## src/design/rcr_pkg.sv

```systemverilog
// rcr_pkg: constants for the regulator configuration register slice
// assumes a serial bus engine outside presents byte-wide register accesses
package rcr_pkg;
	// register addresses
	localparam logic [7:0] ADDR_CH4_VOLTAGE_SELECT  = 8'h04;
	localparam logic [7:0] ADDR_SCALING_CONFIG      = 8'h05;
	localparam logic [7:0] ADDR_MODE_DISCHARGE_CFG  = 8'h06;
	// field positions and channel count
	localparam int CH4_CODE_MSB        = 4;
	localparam int CH4_SCALE_EN_BIT    = 6;
	localparam int CH4_INTERVAL_LSB    = 4;
	localparam int CH1_SCALE_EN_BIT    = 2;
	localparam int CH1_INTERVAL_LSB    = 0;
	localparam int POWER_SAVE_LSB      = 0;
	localparam int DISCHARGE_LSB       = 4;
	localparam int NUM_CHANNELS        = 4;
	// reset values and the adjustable reference code
	localparam logic [7:0] SCALING_CONFIG_RESET = 8'h00;
	localparam logic [3:0] POWER_SAVE_RESET     = 4'h0;
	localparam logic [4:0] CODE_ADJUSTABLE      = 5'h00;
	// interval selects
	localparam logic [1:0] INTERVAL_62US5 = 2'h0;
	localparam logic [1:0] INTERVAL_31US2 = 2'h1;
	localparam logic [1:0] INTERVAL_15US6 = 2'h2;
	localparam logic [1:0] INTERVAL_7US8  = 2'h3;
	// interval times in ns and cycle counts at 50 MHz (longest time, rounded down)
	localparam int CLK_PERIOD_NS  = 20;
	localparam int T_62US5_NS     = 62500;
	localparam int T_31US2_NS     = 31200;
	localparam int T_15US6_NS     = 15600;
	localparam int T_7US8_NS      = 7800;
	localparam logic [11:0] CYC_62US5 = 12'(T_62US5_NS / CLK_PERIOD_NS);
	localparam logic [11:0] CYC_31US2 = 12'(T_31US2_NS / CLK_PERIOD_NS);
	localparam logic [11:0] CYC_15US6 = 12'(T_15US6_NS / CLK_PERIOD_NS);
	localparam logic [11:0] CYC_7US8  = 12'(T_7US8_NS / CLK_PERIOD_NS);
	// target in millivolts for code steps of 100 mV above 2.4 V
	localparam logic [12:0] MV_ADJUSTABLE = 13'h0320;
	localparam logic [12:0] MV_CODE_BASE  = 13'h0960;
	localparam logic [12:0] MV_CODE_STEP  = 13'h0064;
endpackage : rcr_pkg

```

## src/design/rcr_interval_timer.sv

```systemverilog
// rcr_interval_timer: one tick per selected scaling interval
// assumes run_i is held while stepping is wanted
`timescale 1ns/10ps
module rcr_interval_timer
(
	// clock and reset
	input  wire logic       clk_sys_i,
	input  wire logic       rst_n_i,
	// control
	input  wire logic       run_i,
	input  wire logic [1:0] interval_i,
	// tick
	output logic            tick_o
);
	typedef struct packed
	{
		logic [11:0] count;
		logic        tick;
	} rcr_tmr_state_t;

	rcr_tmr_state_t state_q;
	rcr_tmr_state_t state_d;
	logic [11:0]    period;

	function automatic logic [11:0] interval_cycles(input logic [1:0] sel);
		unique case (sel)
			rcr_pkg::INTERVAL_62US5: interval_cycles = rcr_pkg::CYC_62US5;
			rcr_pkg::INTERVAL_31US2: interval_cycles = rcr_pkg::CYC_31US2;
			rcr_pkg::INTERVAL_15US6: interval_cycles = rcr_pkg::CYC_15US6;
			rcr_pkg::INTERVAL_7US8:  interval_cycles = rcr_pkg::CYC_7US8;
		endcase
	endfunction : interval_cycles

	always_comb
	begin
		period = interval_cycles(interval_i);
		state_d = state_q;
		state_d.tick = 1'b0;
		if (!run_i)
			state_d.count = 12'h000;
		else if (state_q.count >= period - 12'h001)
		begin
			state_d.count = 12'h000;
			state_d.tick = 1'b1;
		end
		else
			state_d.count = state_q.count + 12'h001;
	end

	always_ff @(posedge clk_sys_i or negedge rst_n_i)
	begin
		if (!rst_n_i)
			state_q <= '0;
		else
			state_q <= state_d;
	end

	assign tick_o = state_q.tick;
endmodule : rcr_interval_timer

```

## src/design/rcr_code_to_mv.sv

```systemverilog
// rcr_code_to_mv: channel 4 code to target millivolts and reference mode
// combinational; the caller registers the results
`timescale 1ns/10ps
module rcr_code_to_mv
(
	// code in
	input  wire logic [4:0]  code_i,
	// decoded target
	output logic [12:0]      target_mv_o,
	output logic             adjustable_o
);
	always_comb
	begin
		adjustable_o = (code_i == rcr_pkg::CODE_ADJUSTABLE);
		if (adjustable_o)
			target_mv_o = rcr_pkg::MV_ADJUSTABLE;
		else
			target_mv_o = 13'(rcr_pkg::MV_CODE_BASE
				+ 13'(rcr_pkg::MV_CODE_STEP * 13'(code_i)));
	end
endmodule : rcr_code_to_mv

```

## src/design/rcr_regs.sv

```systemverilog
// rcr_regs: configuration registers for channel 4 voltage, scaling, mode and discharge
// assumes the serial bus engine gives one-cycle write strobes and samples read data
// the cycle after a read address is presented; fuse values are stable after reset
//
// Notes on behaviour
// - five-bit channel 4 code, fuse reset value
// - code drives channel 4 target, 100 mV steps
// - code zero selects adjustable 0.8 V reference
// - channel 4 scaling enable bit 6, reset off
// - channel 1 scaling enable bit 2, reset off
// - channel 4 interval bits 5:4, four rates
// - channel 1 interval bits 1:0, same mapping
// - power-save bits apply when mode pin high/clock
// - mode pin low forces auto power-save, bits kept
// - power-save bits 3:0, reset forced pulse width
// - discharge enables bits 7:4, one per channel
// - discharge enables reset from one fuse
// - registers at 0x04, 0x05, 0x06, reserved writable
`timescale 1ns/10ps
module rcr_regs
(
	// clock and reset
	input  wire logic       clk_sys_i,
	input  wire logic       rst_n_i,
	// register access from the serial bus engine
	input  wire logic [7:0] reg_addr_i,
	input  wire logic       reg_wr_i,
	input  wire logic [7:0] reg_wdata_i,
	input  wire logic       reg_rd_i,
	output logic [7:0]      reg_rdata_o,
	// factory fuses
	input  wire logic [4:0] fuse_ch4_code_i,
	input  wire logic       fuse_discharge_i,
	// mode pin: high level, or configured as clock in/out
	input  wire logic       mode_pin_i,
	input  wire logic       mode_pin_is_clock_i,
	// channel controls
	output logic [4:0]      ch4_applied_code_o,
	output logic [12:0]     ch4_target_mv_o,
	output logic            ch4_adjustable_o,
	output logic [3:0]      power_save_operation_o,
	output logic [3:0]      discharge_enable_o,
	output logic            ch1_scaling_enable_o,
	output logic [1:0]      ch1_scaling_interval_o
);
	typedef enum logic [1:0] {ST_RESET, ST_LOAD, ST_RUN} rcr_phase_t;

	typedef struct packed
	{
		rcr_phase_t  phase;
		logic [7:0]  ch4_voltage_select;
		logic [7:0]  voltage_scaling_config;
		logic [7:0]  mode_discharge_config;
		logic [4:0]  applied_code;
		logic [12:0] target_mv;
		logic        adjustable;
		logic [3:0]  power_save;
		logic [7:0]  rdata;
	} rcr_state_t;

	rcr_state_t  state_q;
	rcr_state_t  state_d;
	logic        ch4_scaling_enable;
	logic [1:0]  ch4_scaling_interval;
	logic [4:0]  ch4_voltage_code;
	logic        step_tick;
	logic [12:0] dec_mv;
	logic        dec_adj;

	assign ch4_voltage_code     = state_q.ch4_voltage_select[rcr_pkg::CH4_CODE_MSB:0];
	assign ch4_scaling_enable   = state_q.voltage_scaling_config[rcr_pkg::CH4_SCALE_EN_BIT];
	assign ch4_scaling_interval =
		state_q.voltage_scaling_config[rcr_pkg::CH4_INTERVAL_LSB +: 2];

	// stepping only runs while enabled and not yet at target
	rcr_interval_timer u_step_timer
	(
		.clk_sys_i  (clk_sys_i),
		.rst_n_i    (rst_n_i),
		.run_i      (ch4_scaling_enable && (state_q.applied_code != ch4_voltage_code)),
		.interval_i (ch4_scaling_interval),
		.tick_o     (step_tick)
	);

	rcr_code_to_mv u_decode
	(
		.code_i       (state_q.applied_code),
		.target_mv_o  (dec_mv),
		.adjustable_o (dec_adj)
	);

	function automatic logic [7:0] read_mux(input logic [7:0] addr, input rcr_state_t s);
		unique case (addr)
			rcr_pkg::ADDR_CH4_VOLTAGE_SELECT: read_mux = s.ch4_voltage_select;
			rcr_pkg::ADDR_SCALING_CONFIG:     read_mux = s.voltage_scaling_config;
			rcr_pkg::ADDR_MODE_DISCHARGE_CFG: read_mux = s.mode_discharge_config;
			default:                          read_mux = 8'h00;
		endcase
	endfunction : read_mux

	always_comb
	begin
		state_d = state_q;
		unique case (state_q.phase)
			ST_RESET:
				state_d.phase = ST_LOAD;
			ST_LOAD:
			begin
				// fuses caught after reset release, not under the async reset
				state_d.ch4_voltage_select = {3'h0, fuse_ch4_code_i};
				state_d.mode_discharge_config =
					{{rcr_pkg::NUM_CHANNELS{fuse_discharge_i}}, rcr_pkg::POWER_SAVE_RESET};
				state_d.applied_code = fuse_ch4_code_i;
				state_d.phase = ST_RUN;
			end
			ST_RUN:
			begin
				if (reg_wr_i)
				begin
					// full byte stored, reserved bits included
					unique case (reg_addr_i)
						rcr_pkg::ADDR_CH4_VOLTAGE_SELECT:
							state_d.ch4_voltage_select = reg_wdata_i;
						rcr_pkg::ADDR_SCALING_CONFIG:
							state_d.voltage_scaling_config = reg_wdata_i;
						rcr_pkg::ADDR_MODE_DISCHARGE_CFG:
							state_d.mode_discharge_config = reg_wdata_i;
						default:
							state_d.phase = ST_RUN;
					endcase
				end
				// without scaling the applied code follows the register at once
				if (!ch4_scaling_enable)
					state_d.applied_code = ch4_voltage_code;
				else if (step_tick)
				begin
					if (state_q.applied_code < ch4_voltage_code)
						state_d.applied_code = state_q.applied_code + 5'h01;
					else if (state_q.applied_code > ch4_voltage_code)
						state_d.applied_code = state_q.applied_code - 5'h01;
				end
			end
			// unused phase code restarts the fuse load
			default:
				state_d.phase = ST_RESET;
		endcase
		state_d.target_mv = dec_mv;
		state_d.adjustable = dec_adj;
		// pin low forces auto mode; stored bits are left untouched
		if (mode_pin_i || mode_pin_is_clock_i)
			state_d.power_save =
				state_q.mode_discharge_config[rcr_pkg::POWER_SAVE_LSB +: 4];
		else
			state_d.power_save = 4'hf;
		if (reg_rd_i)
			state_d.rdata = read_mux(reg_addr_i, state_q);
	end

	always_ff @(posedge clk_sys_i or negedge rst_n_i)
	begin
		if (!rst_n_i)
		begin
			state_q <= '0;
			state_q.phase <= ST_RESET;
			state_q.voltage_scaling_config <= rcr_pkg::SCALING_CONFIG_RESET;
			state_q.target_mv <= rcr_pkg::MV_ADJUSTABLE;
			state_q.adjustable <= 1'b1;
			state_q.power_save <= 4'hf;
		end
		else
			state_q <= state_d;
	end

	assign reg_rdata_o            = state_q.rdata;
	assign ch4_applied_code_o     = state_q.applied_code;
	assign ch4_target_mv_o        = state_q.target_mv;
	assign ch4_adjustable_o       = state_q.adjustable;
	assign power_save_operation_o = state_q.power_save;
	assign discharge_enable_o     =
		state_q.mode_discharge_config[rcr_pkg::DISCHARGE_LSB +: 4];
	assign ch1_scaling_enable_o   = state_q.voltage_scaling_config[rcr_pkg::CH1_SCALE_EN_BIT];
	assign ch1_scaling_interval_o =
		state_q.voltage_scaling_config[rcr_pkg::CH1_INTERVAL_LSB +: 2];
endmodule : rcr_regs

```

## config.mk

```make
export PLATFORM = sky130hd
export DESIGN_NAME = rcr_regs
export DESIGN_NICKNAME = d
export VERILOG_FILES = /design/src/design/rcr_pkg.sv /design/src/design/rcr_interval_timer.sv /design/src/design/rcr_code_to_mv.sv /design/src/design/rcr_regs.sv
export SDC_FILE = /design/constraint.sdc
export NUM_CORES = 1
export LEC_CHECK = 0
export ABC_AREA = 1
export BUFFER_PORTS_ARGS = -buffer_cell sky130_fd_sc_hd__buf_2
export CAP_MARGIN = 20
export CORE_MARGIN = 10
export CORE_UTILIZATION = 60
export CTS_BUF_LIST = sky130_fd_sc_hd__clkbuf_8
export DETAILED_ROUTE_END_ITERATION = 16
export PLACE_DENSITY_LB_ADDON = 0.1
export SETUP_SLACK_MARGIN = 0.02
export SLEW_MARGIN = 20
export SYNTH_ARGS = -nofsm -noshare
export SYNTH_HDL_FRONTEND = slang
export SYNTH_SLANG_ARGS = --single-unit
export TNS_END_PERCENT = 100
```

## constraint.sdc

```tcl
create_clock -name clk_sys_i -period 3.62 [get_ports clk_sys_i]
set_input_delay 0.724 -clock clk_sys_i [delete_from_list [all_inputs] [get_ports clk_sys_i]]
set_output_delay 0.724 -clock clk_sys_i [all_outputs]
set_load 0.02 [all_outputs]
```

# Yosys cells after proc, flatten, opt, wreduce, memory -nomap -nowiden
# Cells that the tools add are included.
# W data, S select, Z words.
[totals]
inputBits = 28
elab_cells = 67
register_bits = 70
out_inout_bits = 38
[op_classes]
mux = 20
addsub = 5
reduce_logical = 12
order_cmp = 3
mul = 1
n_eq_ne = 15
[ops]
columns = ["op", "count"]
rows = [
  ["$pmux W12 S4", 1],
  ["$mux W26", 1],
  ["$pmux W13 S2", 1],
  ["$eq A8 B3 Y1 const B", 3],
  ["$mux W12", 2],
  ["$mux W8", 3],
  ["$pmux W8 S3", 1],
  ["$mux W5", 4],
  ["$pmux W8 S2", 1],
  ["$add A12 B12 Y13 const A", 1],
  ["$mux W13", 1],
  ["$add A12 B1 Y12 const B", 1],
  ["$ge A12 B12 Y1", 1],
  ["$reduce_and A3 Y1", 4],
  ["$sub A12 B1 Y12 const B", 1],
  ["$mul A5 B5 Y10 const A", 1],
  ["$ne A2 B2 Y1 const B", 4],
  ["$eq A2 B2 Y1 const B", 3],
  ["$pmux W2 S3", 1],
  ["$add A5 B1 Y5 const B", 1],
  ["$gt A5 B5 Y1", 1],
  ["$logic_not A5 Y1", 1],
  ["$lt A5 B5 Y1", 1],
  ["$ne A5 B5 Y1", 1],
  ["13 further kinds", 16],
]

# Logic depth before layout (Yosys ltp)
[depth]
ltp_word = 6
mapped_depth = 17
depth_no_buf = 17

# Modules after synthesis
# From an unflattened synthesis, not the netlist that was laid out.
[hier_totals]
cells_unflattened = 589
area_unflattened_um2 = 4743.3
[modules_own_cells]
columns = ["mod", "cells_per_inst", "seq_area_each_um2", "area_per_inst_um2", "n_inst"]
rows = [
  ["rcr_regs", 347, 1436.4, 3059.2, 1],
  ["rcr_interval_timer", 146, 325.3, 1076.0, 1],
  ["rcr_code_to_mv", 96, 0.0, 608.1, 1],
]

# Worst setup path before layout
# OpenSTA, ideal clock, no wires.
[synth_path]
path_type = "register to register"
startpoint = "register state_q (netlist bit ch4_applied_code_o[1])"
endpoint = "register state_q (netlist bit ch4_target_mv_o[11])"
synth_period_minus_slack_ns = 2.444
required_time_ns = 3.503
stages_incl_launch_ff = 12
path_buffers = 0
setup_slack_ns = 1.176
setup_time_ns = 0.117
arrival_time_ns = 2.328
cell_sequence = "dfrtp_1 -> ha_1 -> ha_1 -> ha_1 -> inv_1 -> fa_1 -> o21ai_0 -> nand2_1 -> nor2_1 -> nand2_1 -> nand2_1 -> nor2_1"
[synth_between]
elab_chain_len = 3
word_cells_on_any_way = 4
classes_between = "add/sub (1); mul (1); mux (1); reduce/logical (1)"
[synth_lines]
columns = ["element", "line_no", "rtl"]
rows = [
  ["start, declared", "rcr_regs.sv:61", "rcr_state_t state_q;"],
  ["start signal, assigned", "rcr_regs.sv:171", "state_q <= state_d;"],
  ["$mul A5 B5 Y10", "rcr_code_to_mv.sv:19", "+ 13'(rcr_pkg::MV_CODE_STEP * 13'(code_i)));"],
  ["$add A12 B12 Y13", "rcr_code_to_mv.sv:19", ""],
  ["$mux W13 *", "rcr_code_to_mv.sv:15", "if (adjustable_o)"],
  ["via dec_mv[11]", "rcr_regs.sv:67", "logic [12:0] dec_mv;"],
]
# The timed path passes the listed nets; every way through them passes the cells marked *.
# A chain may end at the register's enable or synchronous reset.

# Worst setup path after layout
# Ends and elaborated chain as after synthesis.

==> impl_table.tex <==
\begin{tabular}{lr}
\hline
Metric & Value \\
\hline
\multicolumn{2}{l}{\textbf{Synth}} \\
\quad Count of unique library cells instantiated by Yosys & 40 \\
\quad Area share of the largest cell type after synthesis & 33.5\% \\
\quad Top\_reg\_cell synth & sky130\_fd\_sc\_hd\_\_dfrtp\_1 \\
\quad Dominant cell by count in the synthesized netlist & sky130\_fd\_sc\_hd\_\_nand2\_1 \\
\quad Sequential cell area fraction in the yosys report & 38.1\% \\
\quad Area of the mapped netlist & 4490 µm² \\
\quad Top cells by area, synth & sky130\_fd\_sc\_hd\_\_dfrtp\_1 33\%, sky130\_fd\_sc\_hd\_\_ha\_1 13\%, sky130\_fd\_sc\_hd\_\_nand2\_1 10\%, sky130\_fd\_sc\_hd\_\_buf\_4 6.0\%, sky130\_fd\_sc\_hd\_\_inv\_1 5.2\% \\
\quad Dominant cell type by area after synthesis & sky130\_fd\_sc\_hd\_\_dfrtp\_1 \\
\quad Synth cell count leaders & 122 x sky130\_fd\_sc\_hd\_\_nand2\_1, 62 x sky130\_fd\_sc\_hd\_\_inv\_1, 60 x sky130\_fd\_sc\_hd\_\_dfrtp\_1, 47 x sky130\_fd\_sc\_hd\_\_ha\_1, 42 x sky130\_fd\_sc\_hd\_\_nor2\_1 \\
\quad Average footprint of a synthesized cell & 8.17 µm² \\
\quad Number of warnings issued by yosys & 0 \\
\quad Share of synthesized registers carrying an async set or reset & 100\% \\
\quad Number of enable flip-flop cells after synthesis & 0 \\
\quad Total of flip-flops plus latches after synthesis & 68 \\
\quad Synthesized instance count & 549 \\
\multicolumn{2}{l}{\textbf{Critical path}} \\
\quad Startpoint of the worst register-to-register path & ch4\_applied\_code\_o[1] \\
\quad Destination of the worst register-to-register timing path & ch4\_target\_mv\_o[11] \\
\quad Worst path slowest cell & sky130\_fd\_sc\_hd\_\_dfrtp\_1 \\
\quad Depth of the most critical reg-to-reg path & 11 \\
\quad Worst Path Max Fanout & 9 \\
\quad WS Path Type & reg -> reg \\
\quad Dominant delay contributor by cell family on the critical path & adder cells \\
\quad CP peak stage delay & 0.52 ns \\
\quad CP bufs+invs & 1 \\
\quad Crit path cell chain & ha\_1, ha\_1, ha\_1, inv\_1, fa\_1, o21ai\_0, nand2\_1, nor2\_1, nand2\_1, nand2\_1, nor2\_1 \\
\quad Worst EP arrival & 2.95 ns \\
\quad Setup slack of the most critical reg-to-reg path & 0.92 ns \\
\quad Critical Path Sink Type & register \\
\quad Startpoint kind of the worst setup timing path & register \\
\quad Worst endpoint required time & 3.87 ns \\
\multicolumn{2}{l}{\textbf{Clock network}} \\
\quad Post-CTS Repair Setup Buffers & 0 \\
\quad Register clock-pin slew on the reported worst setup and hold paths & 0.08 ns \\
\quad CTS root buf & sky130\_fd\_sc\_hd\_\_clkbuf\_8 \\
\quad Quantity of hold-fixing buffers added after cts & 0 \\
\quad TritonCTS clock tree & done \\
\quad Deepest level of the CTS H-tree & 3 \\
\quad Skew-Pair Late Insertion Delay & 0.36 ns \\
\quad Post-CTS Resized & 0 \\
\quad Sink count of the clock tree & 68 \\
\quad CTS Buf Count & 9 \\
\quad Maximum clock path buffer count & 2 \\
\multicolumn{2}{l}{\textbf{Global routing}} \\
\quad Number of antenna violations at the first check in global routing & 0 \\
\quad Global-route usage over all layers & 17.2\% \\
\quad First-pass GRT wire length & 16.1 mm \\
\quad Total congestion overflow & 0 \\
\quad Maximum number of pins on one net before global-route repair & 36 \\
\quad Via count of the first global-routing pass & 3,545 \\
\multicolumn{2}{l}{\textbf{STA}} \\
\quad Maximum clock frequency & 371 MHz \\
\quad Share of the clock period used by the worst path after layout & 74.5\% \\
\quad Slew Limit Headroom & 58.2\% \\
\quad Count of endpoints failing hold in the final timing report & 0 \\
\quad Minimum period implied by the final worst setup slack & 2.70 ns \\
\quad Setup TNS & 0 ns \\
\quad Unrepaired setup endpoints after global routing & false \\
\quad Number of max-slew violations in the final report & 0 \\
\quad Slew at the pin with the worst max-slew slack & 0.626 ns \\
\quad Final setup violation count & 0 \\
\quad Layout Skew & 0.0160 ns \\
\multicolumn{2}{l}{\textbf{Drt}} \\
\quad Final wirelength & 9.45 mm \\
\quad DRT Pass-1 Iters & 4 \\
\quad Post-DR wirelength/cell & 13.8 µm \\
\quad DRC viols & 0 \\
\quad Number of antenna-violating nets in the routed design & 0 \\
\quad Via count & 3,614 \\
\quad Via count normalized by instance count & 5.28 \\
\quad First DRT Iteration DRCs & 154 \\
\multicolumn{2}{l}{\textbf{Job}} \\
\quad Maximum capacitance violations & 0 \\
\multicolumn{2}{l}{\textbf{Final layout}} \\
\quad Antenna Diode Count & 0 \\
\quad Layout Area Growth over Synthesis & 7.42\% \\
\quad Ratio of cells with drive above 1 in the final layout & 20.0\% \\
\quad Final Cell Area & 4820 µm² \\
\quad Final-stage net count & 658 \\
\multicolumn{2}{l}{\textbf{Min path}} \\
\quad Worst hold-check path type & in -> async \\
\multicolumn{2}{l}{\textbf{Power}} \\
\quad Part of the power in registers & 29.2\% \\
\quad Total leakage power & 0.00260 µW \\
\quad Net Switching & 1800 µW \\
\quad VDD IR max & 0.000461 V \\
\quad Power density over the cells & 812 nW/µm² \\
\quad Net switching share of the total power & 46.0\% \\
\quad Internal power of the cells & 2110 µW \\
\quad Combinational share of power & 54.6\% \\
\quad Clock power share & 16.2\% \\
\multicolumn{2}{l}{\textbf{Die}} \\
\quad Area of the core region & 7250 µm² \\
\quad Number of rows created at floorplan & 31 \\
\quad DIE AREA & 11,300 µm² \\
\quad Die boundary width & 106 µm \\
\quad Die Height & 106 µm \\
\quad Starting Density & 61.9\% \\
\quad Number of I/O pins & 66 \\
\multicolumn{2}{l}{\textbf{Placement}} \\
\quad Buffers on Ports & 63 \\
\quad Last weighted congestion value of the routability-driven placer & 0.826 \\
\quad Half-perimeter wire length of the detailed placement result & 7.30 mm \\
\quad Cell Area, Placed & 4620 µm² \\
\multicolumn{2}{l}{\textbf{Outcome}} \\
\quad Outcome & complete, no violations \\
\hline
\end{tabular}
[kinds of logic (layout without fill, tap and decap cells)]
group,Yosys count,count (layout),synth area share (%)
AO/OA/AOI/OAI,83,83,10.9
XOR/XNOR,5,5,0.976
adder cells (fa/ha/maj),49,49,14.0
buffers and inverters,112,148,12.8
flip-flops,68,68,38.1
multiplexers,3,3,0.753
other,2,3,0.167
AND/OR/NAND/NOR,227,227,22.2
[stage by stage]
step	setup slack, ns	utilization, %	power (µW)	hold WS, ns	std cells
3_5_place_dp	0.931	63.7	3300	0.460	669
2_1_floorplan	1.18	-	2960	0.428	550
6_report	0.922	66.4	3910	0.398	685
5_1_grt	0.669	66.4	4350	0.428	685
3_3_place_gp	1.04	63.7	3220	0.460	669
4_1_cts	0.910	66.4	3950	0.413	685
[layout make-up]
type	instances	area (µm²)
Clock buffer	9	124
Clock inverter	7	75.1
Fill cell	638	2430
Inverter	67	251
Multi-Input combinational cell	370	2200
Sequential cell	68	1710
Tap cell	99	124
Timing Repair Buffer	65	330
[routing by layer]
layer | routed length (µm) | global-route usage (%) | vias up | share of wire, %
met1 | 4200 | 21.0 | 1695 | 44
met2 | 4490 | 28.5 | 81 | 48
met5 | 0 | 0 | - | 0
met4 | 143 | 6.67 | 0 | 1.5
met3 | 611 | 4.41 | 16 | 6.5
li1 | - | - | 1822 | -
[state kept, by name, summed over array words and instances, names as in the netlist]
name and flops:
u_step_timer.tick_o 1, discharge_enable_o 4, ch1_scaling_interval_o 2, u_step_timer.state_q 12, ch4_applied_code_o 5, ch1_scaling_enable_o 1
ch4_scaling_enable 1, ch4_adjustable_o 1, reg_rdata_o 8, state_q 11, ch4_target_mv_o 11, power_save_operation_o 4
ch4_voltage_code 5, ch4_scaling_interval 2
[power groups by stage]
stage	clock (µW)	sequential, µW	combinational (µW)
3_5_place_dp	0	1160	2140
3_3_place_gp	0	1150	2060
6_report	635	1140	2130
2_1_floorplan	0	1130	1830
5_1_grt	690	1170	2480
4_1_cts	652	1150	2150
[how the worst max path moves through the flow]
stage	start	to	slack, ns	cells past startpoint
after floorplan	ch4_applied_code_o[1]	ch4_target_mv_o[11]	1.18	11
after global placement	ch4_applied_code_o[1]	ch4_target_mv_o[11]	1.04	11
after detailed placement	ch4_applied_code_o[1]	ch4_target_mv_o[11]	0.93	11
after CTS	ch4_applied_code_o[1]	ch4_target_mv_o[11]	0.91	11
after global routing	ch4_applied_code_o[1]	ch4_target_mv_o[11]	0.67	11
final	ch4_applied_code_o[1]	ch4_target_mv_o[11]	0.92	11
[layout by cell type, fill, tap and decap left out, types with 2 or more instances in the layout]
cell type and instances:
sky130_fd_sc_hd__clkinv_2 2, sky130_fd_sc_hd__clkbuf_8 9, sky130_fd_sc_hd__ha_1 47, sky130_fd_sc_hd__or2_2 2
sky130_fd_sc_hd__a21oi_1 20, sky130_fd_sc_hd__a31oi_1 4, sky130_fd_sc_hd__fa_1 2, sky130_fd_sc_hd__a31o_2 2
sky130_fd_sc_hd__conb_1 3, sky130_fd_sc_hd__clkinv_4 3, sky130_fd_sc_hd__nand2_2 6, sky130_fd_sc_hd__o21ai_4 2
sky130_fd_sc_hd__mux2_1 3, sky130_fd_sc_hd__dfstp_2 8, sky130_fd_sc_hd__o221ai_1 3, sky130_fd_sc_hd__inv_1 62
sky130_fd_sc_hd__xnor2_1 2, sky130_fd_sc_hd__nand4_1 7, sky130_fd_sc_hd__nand2_1 122, sky130_fd_sc_hd__inv_2 5
sky130_fd_sc_hd__dfrtp_1 60, sky130_fd_sc_hd__nor2_2 2, sky130_fd_sc_hd__xor2_1 3, sky130_fd_sc_hd__o21ai_1 9
sky130_fd_sc_hd__nor3_2 4, sky130_fd_sc_hd__buf_2 63, sky130_fd_sc_hd__o21ai_0 30, sky130_fd_sc_hd__buf_4 2
sky130_fd_sc_hd__nand3_1 35, sky130_fd_sc_hd__nor2_1 42, sky130_fd_sc_hd__o21ai_2 2, sky130_fd_sc_hd__o22ai_1 6
sky130_fd_sc_hd__nand3b_1 4
Power figures use the tool's default switching activity.
